<file path="config.mk">
export PLATFORM = sky130hd
export DESIGN_NAME = core_addressing_mode_decoder
export DESIGN_NICKNAME = d
export VERILOG_FILES = /design/src/include/addr_mode_pkg.sv /design/src/include/decode_if.sv /design/src/rtl/core_addressing_mode_decoder.sv /design/src/rtl/opcode_classifier.sv /design/src/rtl/return_stack.sv
export SDC_FILE = /design/constraint.sdc
export NUM_CORES = 1
export LEC_CHECK = 0
export BUFFER_PORTS_ARGS = -buffer_cell sky130_fd_sc_hd__buf_2
export CELL_PAD_IN_SITES_DETAIL_PLACEMENT = 0
export CELL_PAD_IN_SITES_GLOBAL_PLACEMENT = 2
export CORE_AREA = 2 2 169 171
export DETAILED_ROUTE_END_ITERATION = 6
export DIE_AREA = 0 0 171 173
export PLACE_DENSITY = 0.88
export SLEW_MARGIN = 30
export SYNTH_ARGS = -nofsm -noshare
export SYNTH_HDL_FRONTEND = slang
export SYNTH_HIERARCHICAL = 1
export SYNTH_SLANG_ARGS = --single-unit
</file>
<file path="constraint.sdc">
create_clock -name clk -period 3.45 [get_ports clk]
set_input_delay 0.8625 -clock clk [delete_from_list [all_inputs] [get_ports clk]]
set_output_delay 0.8625 -clock clk [all_outputs]
set_load 0.01 [all_outputs]
</file>
<file path="src/include/addr_mode_pkg.sv">
// Behaviour
// - Program, data and stack spaces are kept apart on separate ports and storage.
// - Stack holds six 12-bit return addresses from calls.
// - Data space holds accumulator, four short registers, peripherals, RAM, data ROM.
// - Immediate operand is the program byte right after the opcode.
// - Direct mode uses the second byte as an 8-bit data address.
// - Short direct picks one of registers 80h..83h from an opcode field.
// - Extended address is four low opcode bits above the second byte.
// - Jump and call reach any address of the 4K program space.
// - One-byte relative branch lands -15..+16 from itself, else falls through.
// - Relative opcode: test kind, direction bit, four-bit span added or subtracted.
// - Bit direct: bit number in opcode, address in next byte, set or clear.
// - Bit set and bit clear load carry with the addressed bit.
// - Bit test branch: three bytes, bit and sense, address, displacement.
// - Indirect address comes from pointer 80h or 81h, chosen by opcode bit 4.
// - Inherent instructions are one byte with no operand fetch.
package addr_mode_pkg;
    localparam int PC_W        = 12;
    localparam int DW          = 8;
    localparam int STACK_DEPTH = 6;
    localparam int SUB_BIT     = 3;
    localparam int PTR_SEL_BIT = 4;
    localparam int REL_DIR_BIT = 4;
    localparam int REL_MIN     = -15;
    localparam int REL_MAX     = 16;

    // Data-space register locations and single-bit mask
    localparam logic [7:0] PTR_FIRST_ADDR   = 8'h80;
    localparam logic [7:0] PTR_SECOND_ADDR  = 8'h81;
    localparam logic [7:0] SD_THIRD_ADDR    = 8'h82;
    localparam logic [7:0] SD_FOURTH_ADDR   = 8'h83;
    localparam logic [7:0] SDIR_BASE        = 8'h80;
    localparam logic [7:0] BIT_ONE          = 8'h01;

    // Opcode map, upper nibble, top three bits and low return field
    localparam logic [3:0] NIB_EXT_JUMP     = 4'h8;
    localparam logic [3:0] NIB_EXT_CALL     = 4'h9;
    localparam logic [3:0] NIB_BIT_DIRECT   = 4'hA;
    localparam logic [3:0] NIB_BIT_TEST     = 4'hB;
    localparam logic [3:0] NIB_IMM_SDIR     = 4'hC;
    localparam logic [3:0] NIB_DIR_INH      = 4'hD;
    localparam logic [2:0] TOP_INDIRECT     = 3'h7;
    localparam logic [2:0] INH_RETURN       = 3'h0;

    localparam logic [1:0] LEN_1            = 2'h1;
    localparam logic [1:0] LEN_2            = 2'h2;
    localparam logic [1:0] LEN_3            = 2'h3;
    localparam logic [PC_W-1:0] PC_ONE      = 12'h001;
    localparam logic [PC_W-1:0] PC_TWO      = 12'h002;

    typedef enum logic [3:0] {
        M_IMM  = 4'h0,
        M_DIR  = 4'h1,
        M_SDIR = 4'h2,
        M_EXT  = 4'h3,
        M_REL  = 4'h4,
        M_BITD = 4'h5,
        M_BTB  = 4'h6,
        M_IND  = 4'h7,
        M_INH  = 4'h8
    } mode_t;

    typedef enum logic [1:0] {
        TEST_C_SET = 2'h0,
        TEST_C_CLR = 2'h1,
        TEST_Z_SET = 2'h2,
        TEST_Z_CLR = 2'h3
    } test_kind_t;
endpackage

</file>
<file path="src/include/decode_if.sv">
`timescale 1ns/1ps
`default_nettype none
interface decode_if;
    import addr_mode_pkg::*;
    logic [DW-1:0] opcode;
    mode_t         mode;
    logic [1:0]    len;
    logic          is_call;
    logic          is_ret;

    modport classify (input opcode, output mode, len, is_call, is_ret);
    modport core     (output opcode, input mode, len, is_call, is_ret);
endinterface
`default_nettype wire

</file>
<file path="src/rtl/core_addressing_mode_decoder.sv">
`timescale 1ns/1ps
`default_nettype none
module core_addressing_mode_decoder
    import addr_mode_pkg::*;
#(
    parameter int STACK_CELLS = STACK_DEPTH
)(
    input  wire logic            clk,
    input  wire logic            sys_rst,
    input  wire logic            run,
    input  wire logic [DW-1:0]   prog_rdata,
    input  wire logic [DW-1:0]   data_rdata,
    input  wire logic            zero_flag,
    output var  logic [PC_W-1:0] prog_addr,
    output var  logic            prog_rd,
    output var  logic [DW-1:0]   data_addr,
    output var  logic            data_rd,
    output var  logic            data_we,
    output var  logic [DW-1:0]   data_wdata,
    output var  logic [DW-1:0]   operand,
    output var  logic [DW-1:0]   eff_addr,
    output var  logic [2:0]      bit_sel,
    output var  logic [PC_W-1:0] target,
    output var  logic            branch_taken,
    output var  logic            carry,
    output var  mode_t           mode,
    output var  logic [PC_W-1:0] pc,
    output var  logic            done
);
    typedef enum logic [3:0] {
        S_IDLE  = 4'h0,
        S_FETCH = 4'h1,
        S_OPC   = 4'h2,
        S_DEC   = 4'h3,
        S_BYTE2 = 4'h4,
        S_BYTE3 = 4'h5,
        S_PTR   = 4'h6,
        S_BITRD = 4'h7,
        S_DONE  = 4'h8
    } state_t;

    state_t          state;
    logic [DW-1:0]   opcode;
    logic [DW-1:0]   b2;
    logic [PC_W-1:0] resume;
    logic [PC_W-1:0] seq_pc;
    logic [PC_W-1:0] rel_pc;
    logic [PC_W-1:0] stack_top;
    logic [DW-1:0]   bit_mask;
    logic            rel_cond;
    logic            tested_bit;
    logic            push;
    logic            pop;
    logic            btb_hit;

    decode_if dec ();
    assign dec.opcode = opcode;

    opcode_classifier u_cls (
        .d (dec)
    );

    // Return addresses live apart from program and data space
    assign push = (state == S_BYTE2) && dec.is_call;
    assign pop  = (state == S_DEC) && dec.is_ret;

    return_stack #(
        .DEPTH (STACK_CELLS),
        .W     (PC_W)
    ) u_stack (
        .clk     (clk),
        .sys_rst (sys_rst),
        .push    (push),
        .pop     (pop),
        .din     (seq_pc),
        .top     (stack_top)
    );

    assign seq_pc     = pc + {{(PC_W-2){1'b0}}, dec.len};
    assign rel_pc     = opcode[REL_DIR_BIT] ? pc - {8'h00, opcode[3:0]}
                                            : pc + {8'h00, opcode[3:0]} + PC_ONE;
    assign bit_mask   = BIT_ONE << bit_sel;
    assign tested_bit = data_rdata[bit_sel];
    assign btb_hit    = (dec.mode == M_BTB) && (tested_bit == opcode[SUB_BIT]);

    always_comb begin
        case (test_kind_t'(opcode[6:5]))
            TEST_C_SET: rel_cond = carry;
            TEST_C_CLR: rel_cond = !carry;
            TEST_Z_SET: rel_cond = zero_flag;
            TEST_Z_CLR: rel_cond = !zero_flag;
            default:    rel_cond = 1'b0;
        endcase
    end

    // Sequencer
    always_ff @(posedge clk) begin
        if (sys_rst) begin
            state <= S_IDLE;
        end else begin
            case (state)
                S_IDLE: begin
                    if (run) begin
                        state <= S_FETCH;
                    end
                end
                S_FETCH: state <= S_OPC;
                S_OPC:   state <= S_DEC;
                S_DEC: begin
                    case (dec.mode)
                        M_REL, M_SDIR, M_INH: state <= S_DONE;
                        M_IND:                state <= S_PTR;
                        default:              state <= S_BYTE2;
                    endcase
                end
                S_BYTE2: begin
                    if (dec.len == LEN_3) begin
                        state <= S_BYTE3;
                    end else if (dec.mode == M_BITD) begin
                        state <= S_BITRD;
                    end else begin
                        state <= S_DONE;
                    end
                end
                S_BYTE3: state <= S_BITRD;
                S_PTR:   state <= S_DONE;
                S_BITRD: state <= S_DONE;
                S_DONE:  state <= run ? S_FETCH : S_IDLE;
                default: state <= S_IDLE;
            endcase
        end
    end

    // Program-space fetch port
    always_ff @(posedge clk) begin
        if (sys_rst) begin
            prog_addr <= '0;
            prog_rd   <= 1'b0;
            opcode    <= '0;
            b2        <= '0;
        end else begin
            prog_rd <= 1'b0;
            case (state)
                S_FETCH: begin
                    prog_addr <= pc;
                    prog_rd   <= 1'b1;
                end
                S_OPC: opcode <= prog_rdata;
                S_DEC: begin
                    if (dec.len != LEN_1) begin
                        prog_addr <= pc + PC_ONE;
                        prog_rd   <= 1'b1;
                    end
                end
                S_BYTE2: begin
                    b2 <= prog_rdata;
                    if (dec.len == LEN_3) begin
                        prog_addr <= pc + PC_TWO;
                        prog_rd   <= 1'b1;
                    end
                end
                default: begin
                end
            endcase
        end
    end

    // Data-space port
    always_ff @(posedge clk) begin
        if (sys_rst) begin
            data_addr  <= '0;
            data_rd    <= 1'b0;
            data_we    <= 1'b0;
            data_wdata <= '0;
        end else begin
            data_rd <= 1'b0;
            data_we <= 1'b0;
            case (state)
                S_DEC: begin
                    if (dec.mode == M_IND) begin
                        data_addr <= opcode[PTR_SEL_BIT] ? PTR_SECOND_ADDR
                                                         : PTR_FIRST_ADDR;
                        data_rd   <= 1'b1;
                    end
                end
                S_BYTE2: begin
                    if (dec.mode == M_BITD) begin
                        data_addr <= prog_rdata;
                        data_rd   <= 1'b1;
                    end
                end
                S_BYTE3: begin
                    data_addr <= b2;
                    data_rd   <= 1'b1;
                end
                S_BITRD: begin
                    if (dec.mode == M_BITD) begin
                        data_we    <= 1'b1;
                        data_wdata <= opcode[SUB_BIT] ? (data_rdata | bit_mask)
                                                      : (data_rdata & ~bit_mask);
                    end
                end
                default: begin
                end
            endcase
        end
    end

    // Decoded results
    always_ff @(posedge clk) begin
        if (sys_rst) begin
            mode         <= M_INH;
            bit_sel      <= '0;
            operand      <= '0;
            eff_addr     <= '0;
            target       <= '0;
            branch_taken <= 1'b0;
            done         <= 1'b0;
        end else begin
            done <= 1'b0;
            case (state)
                S_DEC: begin
                    mode         <= dec.mode;
                    bit_sel      <= opcode[2:0];
                    branch_taken <= 1'b0;
                    if (dec.mode == M_REL) begin
                        target       <= rel_pc;
                        branch_taken <= rel_cond;
                    end
                    if (dec.mode == M_SDIR) begin
                        eff_addr <= SDIR_BASE | {6'h00, opcode[1:0]};
                    end
                    if (dec.is_ret) begin
                        target       <= stack_top;
                        branch_taken <= 1'b1;
                    end
                end
                S_BYTE2: begin
                    case (dec.mode)
                        M_IMM: operand <= prog_rdata;
                        M_DIR, M_BITD, M_BTB: eff_addr <= prog_rdata;
                        M_EXT: begin
                            target       <= {opcode[3:0], prog_rdata};
                            branch_taken <= 1'b1;
                        end
                        default: begin
                        end
                    endcase
                end
                S_BYTE3: begin
                    target <= pc + {{(PC_W-DW){prog_rdata[DW-1]}}, prog_rdata} + PC_ONE;
                end
                S_PTR:   eff_addr <= data_rdata;
                S_BITRD: branch_taken <= btb_hit;
                S_DONE:  done <= 1'b1;
                default: begin
                end
            endcase
        end
    end

    // Program counter and carry
    always_ff @(posedge clk) begin
        if (sys_rst) begin
            pc     <= '0;
            resume <= '0;
            carry  <= 1'b0;
        end else begin
            case (state)
                S_DEC: begin
                    resume <= seq_pc;
                    if (dec.mode == M_REL && rel_cond) begin
                        resume <= rel_pc;
                    end
                    if (dec.is_ret) begin
                        resume <= stack_top;
                    end
                end
                S_BYTE2: begin
                    if (dec.mode == M_EXT) begin
                        resume <= {opcode[3:0], prog_rdata};
                    end
                end
                S_BITRD: begin
                    carry <= tested_bit;
                    if (btb_hit) begin
                        resume <= target;
                    end
                end
                S_DONE:  pc <= resume;
                default: begin
                end
            endcase
        end
    end

    logic signed [PC_W-1:0] rel_span;
    assign rel_span = target - pc;
endmodule
`default_nettype wire

</file>
<file path="src/rtl/opcode_classifier.sv">
`timescale 1ns/1ps
`default_nettype none
module opcode_classifier
    import addr_mode_pkg::*;
(
    decode_if.classify d
);
    always_comb begin
        d.mode    = M_INH;
        d.len     = LEN_1;
        d.is_call = 1'b0;
        d.is_ret  = 1'b0;
        if (!d.opcode[7]) begin
            d.mode = M_REL;
        end else if (d.opcode[7:5] == TOP_INDIRECT) begin
            d.mode = M_IND;
        end else begin
            case (d.opcode[7:4])
                NIB_EXT_JUMP, NIB_EXT_CALL: begin
                    d.mode    = M_EXT;
                    d.len     = LEN_2;
                    d.is_call = (d.opcode[7:4] == NIB_EXT_CALL);
                end
                NIB_BIT_DIRECT: begin
                    d.mode = M_BITD;
                    d.len  = LEN_2;
                end
                NIB_BIT_TEST: begin
                    d.mode = M_BTB;
                    d.len  = LEN_3;
                end
                NIB_IMM_SDIR: begin
                    d.mode = d.opcode[SUB_BIT] ? M_SDIR : M_IMM;
                    d.len  = d.opcode[SUB_BIT] ? LEN_1 : LEN_2;
                end
                NIB_DIR_INH: begin
                    d.mode   = d.opcode[SUB_BIT] ? M_INH : M_DIR;
                    d.len    = d.opcode[SUB_BIT] ? LEN_1 : LEN_2;
                    d.is_ret = d.opcode[SUB_BIT] && (d.opcode[2:0] == INH_RETURN);
                end
                default: begin
                    d.mode = M_INH;
                end
            endcase
        end
    end
endmodule
`default_nettype wire

</file>
<file path="src/rtl/return_stack.sv">
`timescale 1ns/1ps
`default_nettype none
module return_stack #(
    parameter int DEPTH = 6,
    parameter int W     = 12
)(
    input  wire logic         clk,
    input  wire logic         sys_rst,
    input  wire logic         push,
    input  wire logic         pop,
    input  wire logic [W-1:0] din,
    output logic      [W-1:0] top
);
    logic [W-1:0] cells [DEPTH];
    logic [3:0]   count;

    // Push on a full stack is dropped, pop on empty returns zero
    always_ff @(posedge clk) begin
        if (sys_rst) begin
            count <= 4'h0;
        end else if (push && count < 4'(DEPTH)) begin
            cells[count[2:0]] <= din;
            count             <= count + 4'h1;
        end else if (pop && count != 4'h0) begin
            count <= count - 4'h1;
        end
    end

    assign top = (count == 4'h0) ? '0 : cells[3'(count - 4'h1)];
endmodule
`default_nettype wire

</file>
======== Word-level counts from Yosys, hierarchy flattened ========
Memories as Yosys holds them, arrays and structs flattened.
Cells that the tools add are included.
operators by class
  $add $sub $neg .......................... 10
  $lt $le $gt $ge ......................... 2
  equality and inequality tests ........... 39
  shift operators ......................... 1
  multiplexer cells ....................... 61
  bitwise logic cells ..................... 4
  reduce and logical (&&, ||, !) cells .... 35
operators with widths
  kind                                                                    number
  12-bit 2-to-1 mux                                                       10
  12-bit case mux with 3 select lines                                     3
  8-bit case mux with 3 select lines                                      2
  8-bit 2-to-1 mux                                                        5
  12-bit by 1-bit adder with 12-bit output (second input constant)        3
  4-bit by 3-bit equality test with 1-bit output (second input constant)  8
  4-bit equality test (second input constant)                             8
  4-bit 2-to-1 mux                                                        8
  4-bit case mux with 8 select lines                                      1
  1-bit 2-to-1 mux                                                        20
  4-bit case mux with 5 select lines                                      1
  4-bit by 2-bit equality test with 1-bit output (second input constant)  4
  2-bit by 1-bit != test with 1-bit output (second input constant)        8
  3-bit AND reduction                                                     5
  12-bit adder                                                            1
  12-bit by 2-bit adder with 12-bit output                                1
  12-bit by 2-bit adder with 12-bit output (second input constant)        1
  12-bit by 4-bit adder with 12-bit output                                1
  4-bit logical NOT                                                       3
  3-bit nonzero test                                                      4
  12-bit by 4-bit subtractor with 12-bit output                           1
  1-bit case mux with 3 select lines                                      3
  3-bit OR reduction                                                      3
  8-bit AND                                                               1
  other kinds (28)                                                        47
word-level totals
  flip-flop bits (word level) ............. 117
  bits in writable memories ............... 72
  bits of input ports ..................... 20
  output and inout bits ................... 81
  logic and storage cells ................. 173
  memories kept ........................... 1
memory list
  memory         words  bits a word  read ports  clocked after Yosys merged registers in  wr ports  RTL line            text
  u_stack.cells  6      12           1           0                                        1         return_stack.sv:14  logic [W-1:0] cells [DEPTH];

======== Logic depth before layout (Yosys ltp) ========
Gate-level depths: netlist of run 1.
  depth after elaboration ................. 10
  depth in mapped cells ................... 12

======== By module ========
Netlist of run 1, hierarchy kept.
modules (own cells, without submodules)
  module                        instances  cells each  area an instance (um2)  sequential area each (um2)
  core_addressing_mode_decoder  1          907         7175.6                  2262.2
  return_stack                  1          168         3062.9                  2242.2
  opcode_classifier             1          19          122.6                   0.0

======== Least setup slack after synthesis of run 1 ========
OpenSTA, ideal clock, no wires.
  kind .................................... reg-to-reg
  start ................................... reg state[1]
  end ..................................... mem u_stack.cells[1][0] (enable)
  setup time .............................. 380 ps
  data arrival time ....................... 2603 ps
  path slack .............................. 467 ps
  cell stages (with the launch flop) ...... 11
  buffers on the path ..................... 4
  path through ............................ dfxtp_1 > buf_6 > or3b_1 > buf_2 > nor2_4 > buf_2 > buf_2 > and2_1 > nor4b_1 > nand2_1 > nor2_1
on the way
  cells in the longest elaborated chain, start to end .. 6
RTL lines
  what                                            RTL line                             text
  start, declared                                 core_addressing_mode_decoder.sv:42   state_t state;
  start signal, assigned                          core_addressing_mode_decoder.sv:128  S_DONE: state <= run ? S_FETCH : S_IDLE;
  4-bit by 3-bit equality test with 1-bit output  core_addressing_mode_decoder.sv:64   assign push = (state == S_BYTE2) && dec.is_call;
  1-bit logical AND                               core_addressing_mode_decoder.sv:64
  net push                                        core_addressing_mode_decoder.sv:52   logic push;
  1-bit logical AND                               return_stack.sv:21                   end else if (push && count < 4'(DEPTH)) begin
  1-bit 2-to-1 mux                                return_stack.sv:21
  1-bit 2-to-1 mux                                return_stack.sv:19                   if (sys_rst) begin
  1-bit 2-to-1 mux (not written as such)          return_stack.sv:22                   cells[count[2:0]] <= din;
  end, declared                                   return_stack.sv:14
The timed path passes the listed nets, and every way through them passes these cells.

======== Worst setup path after layout of run 1 ========
  start ................................... reg opcode[3], in the netlist dec.opcode[3]
  end ..................................... reg resume[9]
on the way
  elaborated cells on any way between the ends .. 30
  those cells by class .................... add/sub (4); eq/ne (6); mux (16); reduce/logical (4)
RTL lines
  what                                      RTL line                                          text
  start, declared                           core_addressing_mode_decoder.sv:43                logic [DW-1:0] opcode;
  start signal, assigned                    core_addressing_mode_decoder.sv:148               S_OPC: opcode <= prog_rdata;
  2-bit 2-to-1 mux                          opcode_classifier.sv:34, opcode_classifier.sv:38
  2-bit case mux with 3 select lines        opcode_classifier.sv:18                           case (d.opcode[7:4])
  2-bit 2-to-1 mux                          opcode_classifier.sv:15                           end else if (d.opcode[7:5] == TOP_INDIRECT) begin
  2-bit 2-to-1 mux                          opcode_classifier.sv:13                           if (!d.opcode[7]) begin
  net dec.len[1]                            decode_if.sv:7                                    logic [1:0] len;
  12-bit by 2-bit adder with 12-bit output  core_addressing_mode_decoder.sv:79                assign seq_pc = pc + {{(PC_W-2){1'b0}}, dec.len};
  net seq_pc[9]                             core_addressing_mode_decoder.sv:46                logic [PC_W-1:0] seq_pc;
  12-bit 2-to-1 mux                         core_addressing_mode_decoder.sv:272               if (dec.mode == M_REL && rel_cond) begin
  12-bit 2-to-1 mux                         core_addressing_mode_decoder.sv:275               if (dec.is_ret) begin
  12-bit case mux with 3 select lines       core_addressing_mode_decoder.sv:269               case (state)
  end signal, assigned                      core_addressing_mode_decoder.sv:271               resume <= seq_pc;
  end signal, assigned                      core_addressing_mode_decoder.sv:273               resume <= rel_pc;
  end signal, assigned                      core_addressing_mode_decoder.sv:276               resume <= stack_top;
  end, declared                             core_addressing_mode_decoder.sv:45                logic [PC_W-1:0] resume;
The timed path passes the listed nets, and every way through them passes these cells.
A chain may end at the register's enable or synchronous reset.

==> results of run 1 <==
## stage by stage
stage,utilization,setup slack (ps),hold slack [ps],std cells,total power [uW]
6_report,0.4341,396.7,455.3,1580,4870
4_1_cts,0.4341,409.8,458.9,1580,4918
3_5_place_dp,0.4114,400.7,446.9,1548,2796
3_3_place_gp,0.4114,437.9,441.0,1548,2796
5_1_grt,0.4341,194.3,478.6,1580,5045
2_1_floorplan,-,467.1,432.0,1094,2666
## worst max path at each step
stage	startpoint	to	slack [ps]	cells past startpoint
floorplan	state[1]	u_stack/cells[1][0]	470	10
global placement	data_rdata[3]	resume[3]	440	8
detailed placement	data_rdata[3]	resume[3]	400	8
CTS	dec.opcode[3]	resume[9]	410	9
global route	dec.opcode[5]	resume[9]	190	9
finish	dec.opcode[3]	resume[9]	400	9
## power by group through the flow
stage                     Sequential, uW  Combinational, uW  Clock (uW)
after floorplan                     2420                248           0
after global placement              2420                379           0
after detailed placement            2420                379           0
after CTS                           2370                381        2170
after global routing                2370                425        2250
final                               2370                384        2120
## logic make-up after synthesis
family	after synthesis	synth area share
compound gates	254	0.1793
xor+xnor	41	0.03538
fa+ha+maj	29	0.03792
buf+inv	96	0.04263
flops	189	0.4347
mux	58	0.07487
simple gates	427	0.1951
## flip-flops by register name, indices dropped and copies added, names as in the netlist
name and flops:
u_stack/cells 72, b2 8, target 12, bit_sel 3, operand 8, data_rd 1, prog_addr 12, resume 12
data_we 1, dec.opcode 8, data_wdata 8, pc 12, data_addr 8, u_stack/count 4, eff_addr 8, prog_rd 1
mode 4, branch_taken 1, carry 1, state 4, done 1
## synth_stat cells (all sizes together) (3+ instances only)
cell / instances
ha: 25
mux2i: 41
a21oi: 83
nor3b: 6
nand3: 21
o21a: 7
edfxtp: 72
mux4: 14
a22oi: 4
nor4: 8
nor2: 147
o211ai: 10
a21o: 4
and3: 8
a221oi: 8
xnor2: 26
nand2: 129
nand3b: 14
a2bb2oi: 3
buf: 36
xor2: 15
a311oi: 15
a211oi: 49
nor3: 25
clkbuf: 40
and2: 11
dfxtp: 117
inv: 20
fa: 4
nand4: 9
a222oi: 3
o21ai: 34
nor2b: 11
a31oi: 7
nand2b: 23
or3: 5
mux2: 3
o31ai: 3
nor4b: 3
## layout make-up
| type | instances | share of cell area |
|---|---|---|
| Multi-Input combinational cell | 809 | 0.4520 |
| Sequential cell | 189 | 0.3756 |
| Timing Repair Buffer | 152 | 0.07449 |
| Tap cell | 378 | 0.03944 |
| Clock buffer | 17 | 0.03547 |
| Clock inverter | 15 | 0.01680 |
| Inverter | 20 | 0.006260 |
## worst max-delay path, stage by stage (launching register included)
cell and delay (ps):
dfxtp_1 430, o21a_1 220, nor2_1 390, ha_1 330
a21oi_1 390, nor3_1 130, xor2_1 480, a21oi_1 140
a2bb2oi_1 190, a311oi_1 250
## metal layers
layer / up-vias / track usage / routed length (um)
li1: 4162 / - / -
met1: 4308 / 0.3224 / 15260
met2: 290 / 0.3306 / 14390
met3: 33 / 0.03159 / 1899
met4: 0 / 0.06109 / 593
met5: - / 0 / 0
==> impl_metrics.ini, run 1 <==
[status]
status = complete, no violations

[place]
dpl_cell_area_um2 = 11370
io_buffers = 100
dpl.hpwl_um = 23190
gp_congestion = 0.8967

[sta]
skew_ps = 13.87
fin_crit_sh = 0.8850
max_freq_ghz = 0.3275
timing.slew.headroom = 0.4302
setup-tns-final_ps = 0
timing.final.crit_period_ps = 3053
finalMaxSlewViolations = 0
setup_viol = 0
timing.final.hold_violations = 0
tightest_slew_ps = 853.5
rsz0062_at_grt = false

[clock_tree]
clk_latency_ps = 450
holdBufCountCts = 0
cts_max_level = 4
cts.sinks = 189
tritoncts = done
ctsResizeCount = 0
clock-root-buffer = clkbuf_16
path_clk_slew_ps = 80
clock_path_buffers = 2
cts-buffers-inserted = 17
postCtsSetupRepairBufs = 0

[logic_synthesis]
ys_warn_count = 6
ys_seq_area_frac = 0.4347
synth.distinct_cells = 88
synth_fp_nets = 1143
syn_area_um2 = 10360
ys_async_sr_fraction = 0
synth_area_leader_cell = dfxtp_1
ys_top_cells_by_area = dfxtp_1 (23%), edfxtp_1 (21%), nor2_1 (5.2%)
synth_area_per_cell_um2 = 9.471
syn_inst = 1094
synth_edf_count = 72
ys.flop_type = dfxtp_1
synth_top_cell_area_share = 0.2261
ys_seq_elements = 189

[layout]
final_area_um2 = 11990
final_cell_mix = nor2_1 (144), nand2_1 (128), dfxtp_1 (117), buf_2 (99), a21oi_1 (80)
multi_input_area_um2 = 5420
num-fill-cells = 2787
nets = 1238
drive_gt1_frac = 0.2005
area_delta_synth_final_pct = 15.75
layout_commonest_cell = nor2_1
n_antenna_cell = 0
seq_area_um2 = 4504

[global_routing]
grt_pass1_vias = 8281
antenna_found_initial = 0
overflow = 0
grt_start_max_net_pins = 60
track_usage = 0.2180
grt_first_pass_wirelength_um = 49490

[routing]
drt_iter0_markers = 901
vias = 8793
wirelength_um = 32140
drt_first_pass_iters = 5
via_per_inst = 5.565
wl_per_cell_um = 20.34
drtAntennaViolNets = 0
drc_errors = 0

[critical_path]
worst_r2r_endpoint = resume[9]
r2r_slack_ps = 400
r2r_start = dec.opcode[3]
cp_max_fo = 10
r2r_cells = 9
critPathLaunchType = flop
critPathKind = reg -> reg
crit_path_end_kind = flop
cp.required_ps = 3800
cp.arrival_ps = 3410

[floorplan]
die_h_um = 173
die-area_um2 = 29580
core_um2 = 27630
rows = 61
die_w_um = 171
io_pins = 101
initial_utilization = 0.3750

[hold_path]
min_path_type = reg -> reg
hold_path.startpoint = mode[0]
hold_path_depth = 2
whs_endpoint = mode[0]

[pwr]
p_int_uw = 3501
pwr-share-clk = 0.435
p_switching_uw = 1370
p_leak_uw = 0.004385
p_seq_frac = 0.486
power_density_nw_per_um2 = 406.1
sw_frac_of_total = 0.2812
p_comb_frac = 0.079
vdd_drop_max_mv = 0.3157

[job]
max-cap-violations = 0
No activity file was read; power rests on OpenSTA's default activity.
==> run 2, diff against run 1 <==
--- a/config.mk
+++ b/config.mk
@@ -8,12 +8,11 @@
 export BUFFER_PORTS_ARGS = -buffer_cell sky130_fd_sc_hd__buf_2
 export CELL_PAD_IN_SITES_DETAIL_PLACEMENT = 0
 export CELL_PAD_IN_SITES_GLOBAL_PLACEMENT = 2
-export CORE_AREA = 2 2 169 171
+export CORE_AREA = 2 2 168 170
 export DETAILED_ROUTE_END_ITERATION = 6
-export DIE_AREA = 0 0 171 173
+export DIE_AREA = 0 0 170 172
 export PLACE_DENSITY = 0.88
 export SLEW_MARGIN = 30
 export SYNTH_ARGS = -nofsm -noshare
 export SYNTH_HDL_FRONTEND = slang
-export SYNTH_HIERARCHICAL = 1
 export SYNTH_SLANG_ARGS = --single-unit
==> impl_metrics.ini, run 2 <==
[logic_synthesis]
synth_edf_count = 72
ys_top_cells_by_area = dfxtp_1 (23%), edfxtp_1 (22%), nor2_1 (5.3%)
ys_seq_elements = 189
ys_async_sr_fraction = 0
ys_seq_area_frac = 0.4488
synth_top_cells_by_count = nor2_1 (141), nand2_1 (138), dfxtp_1 (117)
ys_warn_count = 0
synth_xor_area_frac = 0.03753
ys.flop_type = dfxtp_1
synth_compound_area_frac = 0.1647
synth_fp_nets = 1124
synth_adder_area_share = 0.03915
synth_most_common_cell = nor2_1
synth_top_family_by_area = simple AND/OR/NAND/NOR gates
syn_inst = 1075
synth_area_leader_cell = dfxtp_1
synth_top_cell_area_share = 0.2334
synth.distinct_cells = 90
synth_simple_gate_area_frac = 0.1947
synth.area.mux_share = 0.07530
synth_area_per_cell_um2 = 9.336
syn_area_um2 = 10040

[routing]
drt_first_pass_iters = 5
drc_errors = 0
wirelength_um = 32870
vias = 8616
drtAntennaViolNets = 0
drt_iter0_markers = 911
wl_per_cell_um = 21.30
via_per_inst = 5.584

[sta]
setup-tns-final_ps = 0
setup_viol = 0
timing.final.hold_violations = 0
timing.slew.headroom = 0.4010
tightest_slew_ps = 895.2
skew_ps = 16.45
hold_ws_ps = 455.5
rsz0062_at_grt = false
timing.final.crit_period_ps = 3029
finalMaxSlewViolations = 0
max_freq_ghz = 0.3301
fin_crit_sh = 0.8781

[layout]
final_cell_mix = nor2_1 (141), nand2_1 (138), dfxtp_1 (117), a21oi_1 (105), buf_2 (99)
drive_gt1_frac = 0.1973
area_delta_synth_final_pct = 16.83
num-fill-cells = 2753
nets = 1232
largest_reg_flops = 72
utilization = 0.4267
layout_commonest_cell = nor2_1

[critical_path]
r2r_cells = 11
worst_r2r_endpoint = resume[10]
r2r_start = dec.opcode[3]
crit_family = compound AO/OA/AOI/OAI gates
worstSetupStartpoint = dec.opcode[3]
crit_path_top_delay_cell = dfxtp_1
cp_max_fo = 8
cp.buffers_inverters = 1
crit_path_end_kind = flop
critPathKind = reg -> reg
critPathLaunchType = flop
path_cells = nor2_1, o21ai_0, ha_1, inv_1, fa_1, nor4_1, xor2_1, a21oi_1, nor2_1, a21oi_1, a311oi_1
cp.arrival_ps = 3380
cp.required_ps = 3810
r2r_slack_ps = 420
max_stage_delay_ps = 530

[global_routing]
grt_start_max_net_pins = 51
met1_usage = 0.3097
antenna_found_initial = 1
overflow = 0
gr-max-usage-layer = met2
grt_util_met3 = 0.04875
track_usage = 0.2266
grt_first_pass_wirelength_um = 49770
grt_pass1_vias = 8284
met2_usage = 0.3638

[hold_path]
min_path_type = reg -> reg
hold_path.startpoint = mode[1]
whs_endpoint = mode[1]
hold_path_depth = 2

[clock_tree]
holdBufCountCts = 0
cts.sinks = 189
path_clk_slew_ps = 90
clock-root-buffer = clkbuf_16
cts_max_level = 4
clk_latency_ps = 450
ctsResizeCount = 0
postCtsSetupRepairBufs = 0
clock_path_buffers = 2
tritoncts = done
cts-buffers-inserted = 17

[floorplan]
initial_utilization = 0.3653
io_pins = 101
rows = 61
die_w_um = 170
die_h_um = 172
die-area_um2 = 29240
core_um2 = 27480

[pwr]
power_density_nw_per_um2 = 397.0
power_uw = 4654
vdd_drop_max_mv = 0.3933
p_leak_uw = 0.004484

[job]
max-cap-violations = 0

[place]
gp_congestion = 0.9241
io_buffers = 100
dpl.hpwl_um = 24150

[status]
status = complete, no violations
[run 2: through the flow]
| step | instance area, um^2 | instances | worst slack, ps |
|---|---|---|---|
| finish | 11730 | 1543 | 420.7 |
| global route | 11720 | 1542 | 194.5 |
| CTS | 11720 | 1542 | 504.0 |
| detailed placement | 11110 | 1510 | 511.5 |
| global placement | 11110 | 1510 | 528.5 |
| floorplan | 10040 | 1075 | 347.4 |
[run 2: final cells by class]
class	count	area (um^2)	area share
diodes	1	2.502	0.0002134
clock buffers	17	425.4	0.03628
clock inverters	15	177.7	0.01515
inverters	23	86.33	0.007363
multi-input cells	794	5145	0.4388
flip-flops and latches	189	4504	0.3842
well taps	346	432.9	0.03692
repair buffers	158	950.9	0.08110
[run 2: how the worst max path moves through the flow]
stage,endpoint,slack (ps),cells past startpoint
after global placement,target[11],530,8
final,resume[10],420,11
after CTS,resume[10],500,11
after global routing,resume[7],190,12
after detailed placement,resume[7],510,12
after floorplan,resume[10],350,14
[run 2: per-layer routing]
layer | vias up | part of all wire | wire length, um
met5 | - | 0 | 0
met4 | 0 | 0.020 | 665
met3 | 43 | 0.077 | 2518
met2 | 340 | 0.45 | 14950
met1 | 4146 | 0.45 | 14750
li1 | 4087 | - | -
[run 2: worst min-delay path: stages (launching register included)]
cell and delay [ps]:
dfxtp_1 310, nand2_1 50, a21oi_1 50
[run 2: logic make-up (layout without fill, tap and decap cells)]
logic type                 after synthesis  count (layout)
AOI/OAI and AO/OA                      250             250
and+or+nand+nor                        412             412
xor gates and xnor gates                43              43
DFF                                    189             189
other                                    0               1
adders and majority gates               29              29
muxes                                   60              60
buffers and inverters                   92             213
[run 2: report_power, final]
group,total [uW],internal (uW),switching [uW]
combinational,268,95.2,173
clock,2050,989,1060
sequential,2340,2310,24.0
total,4650,3400,1260
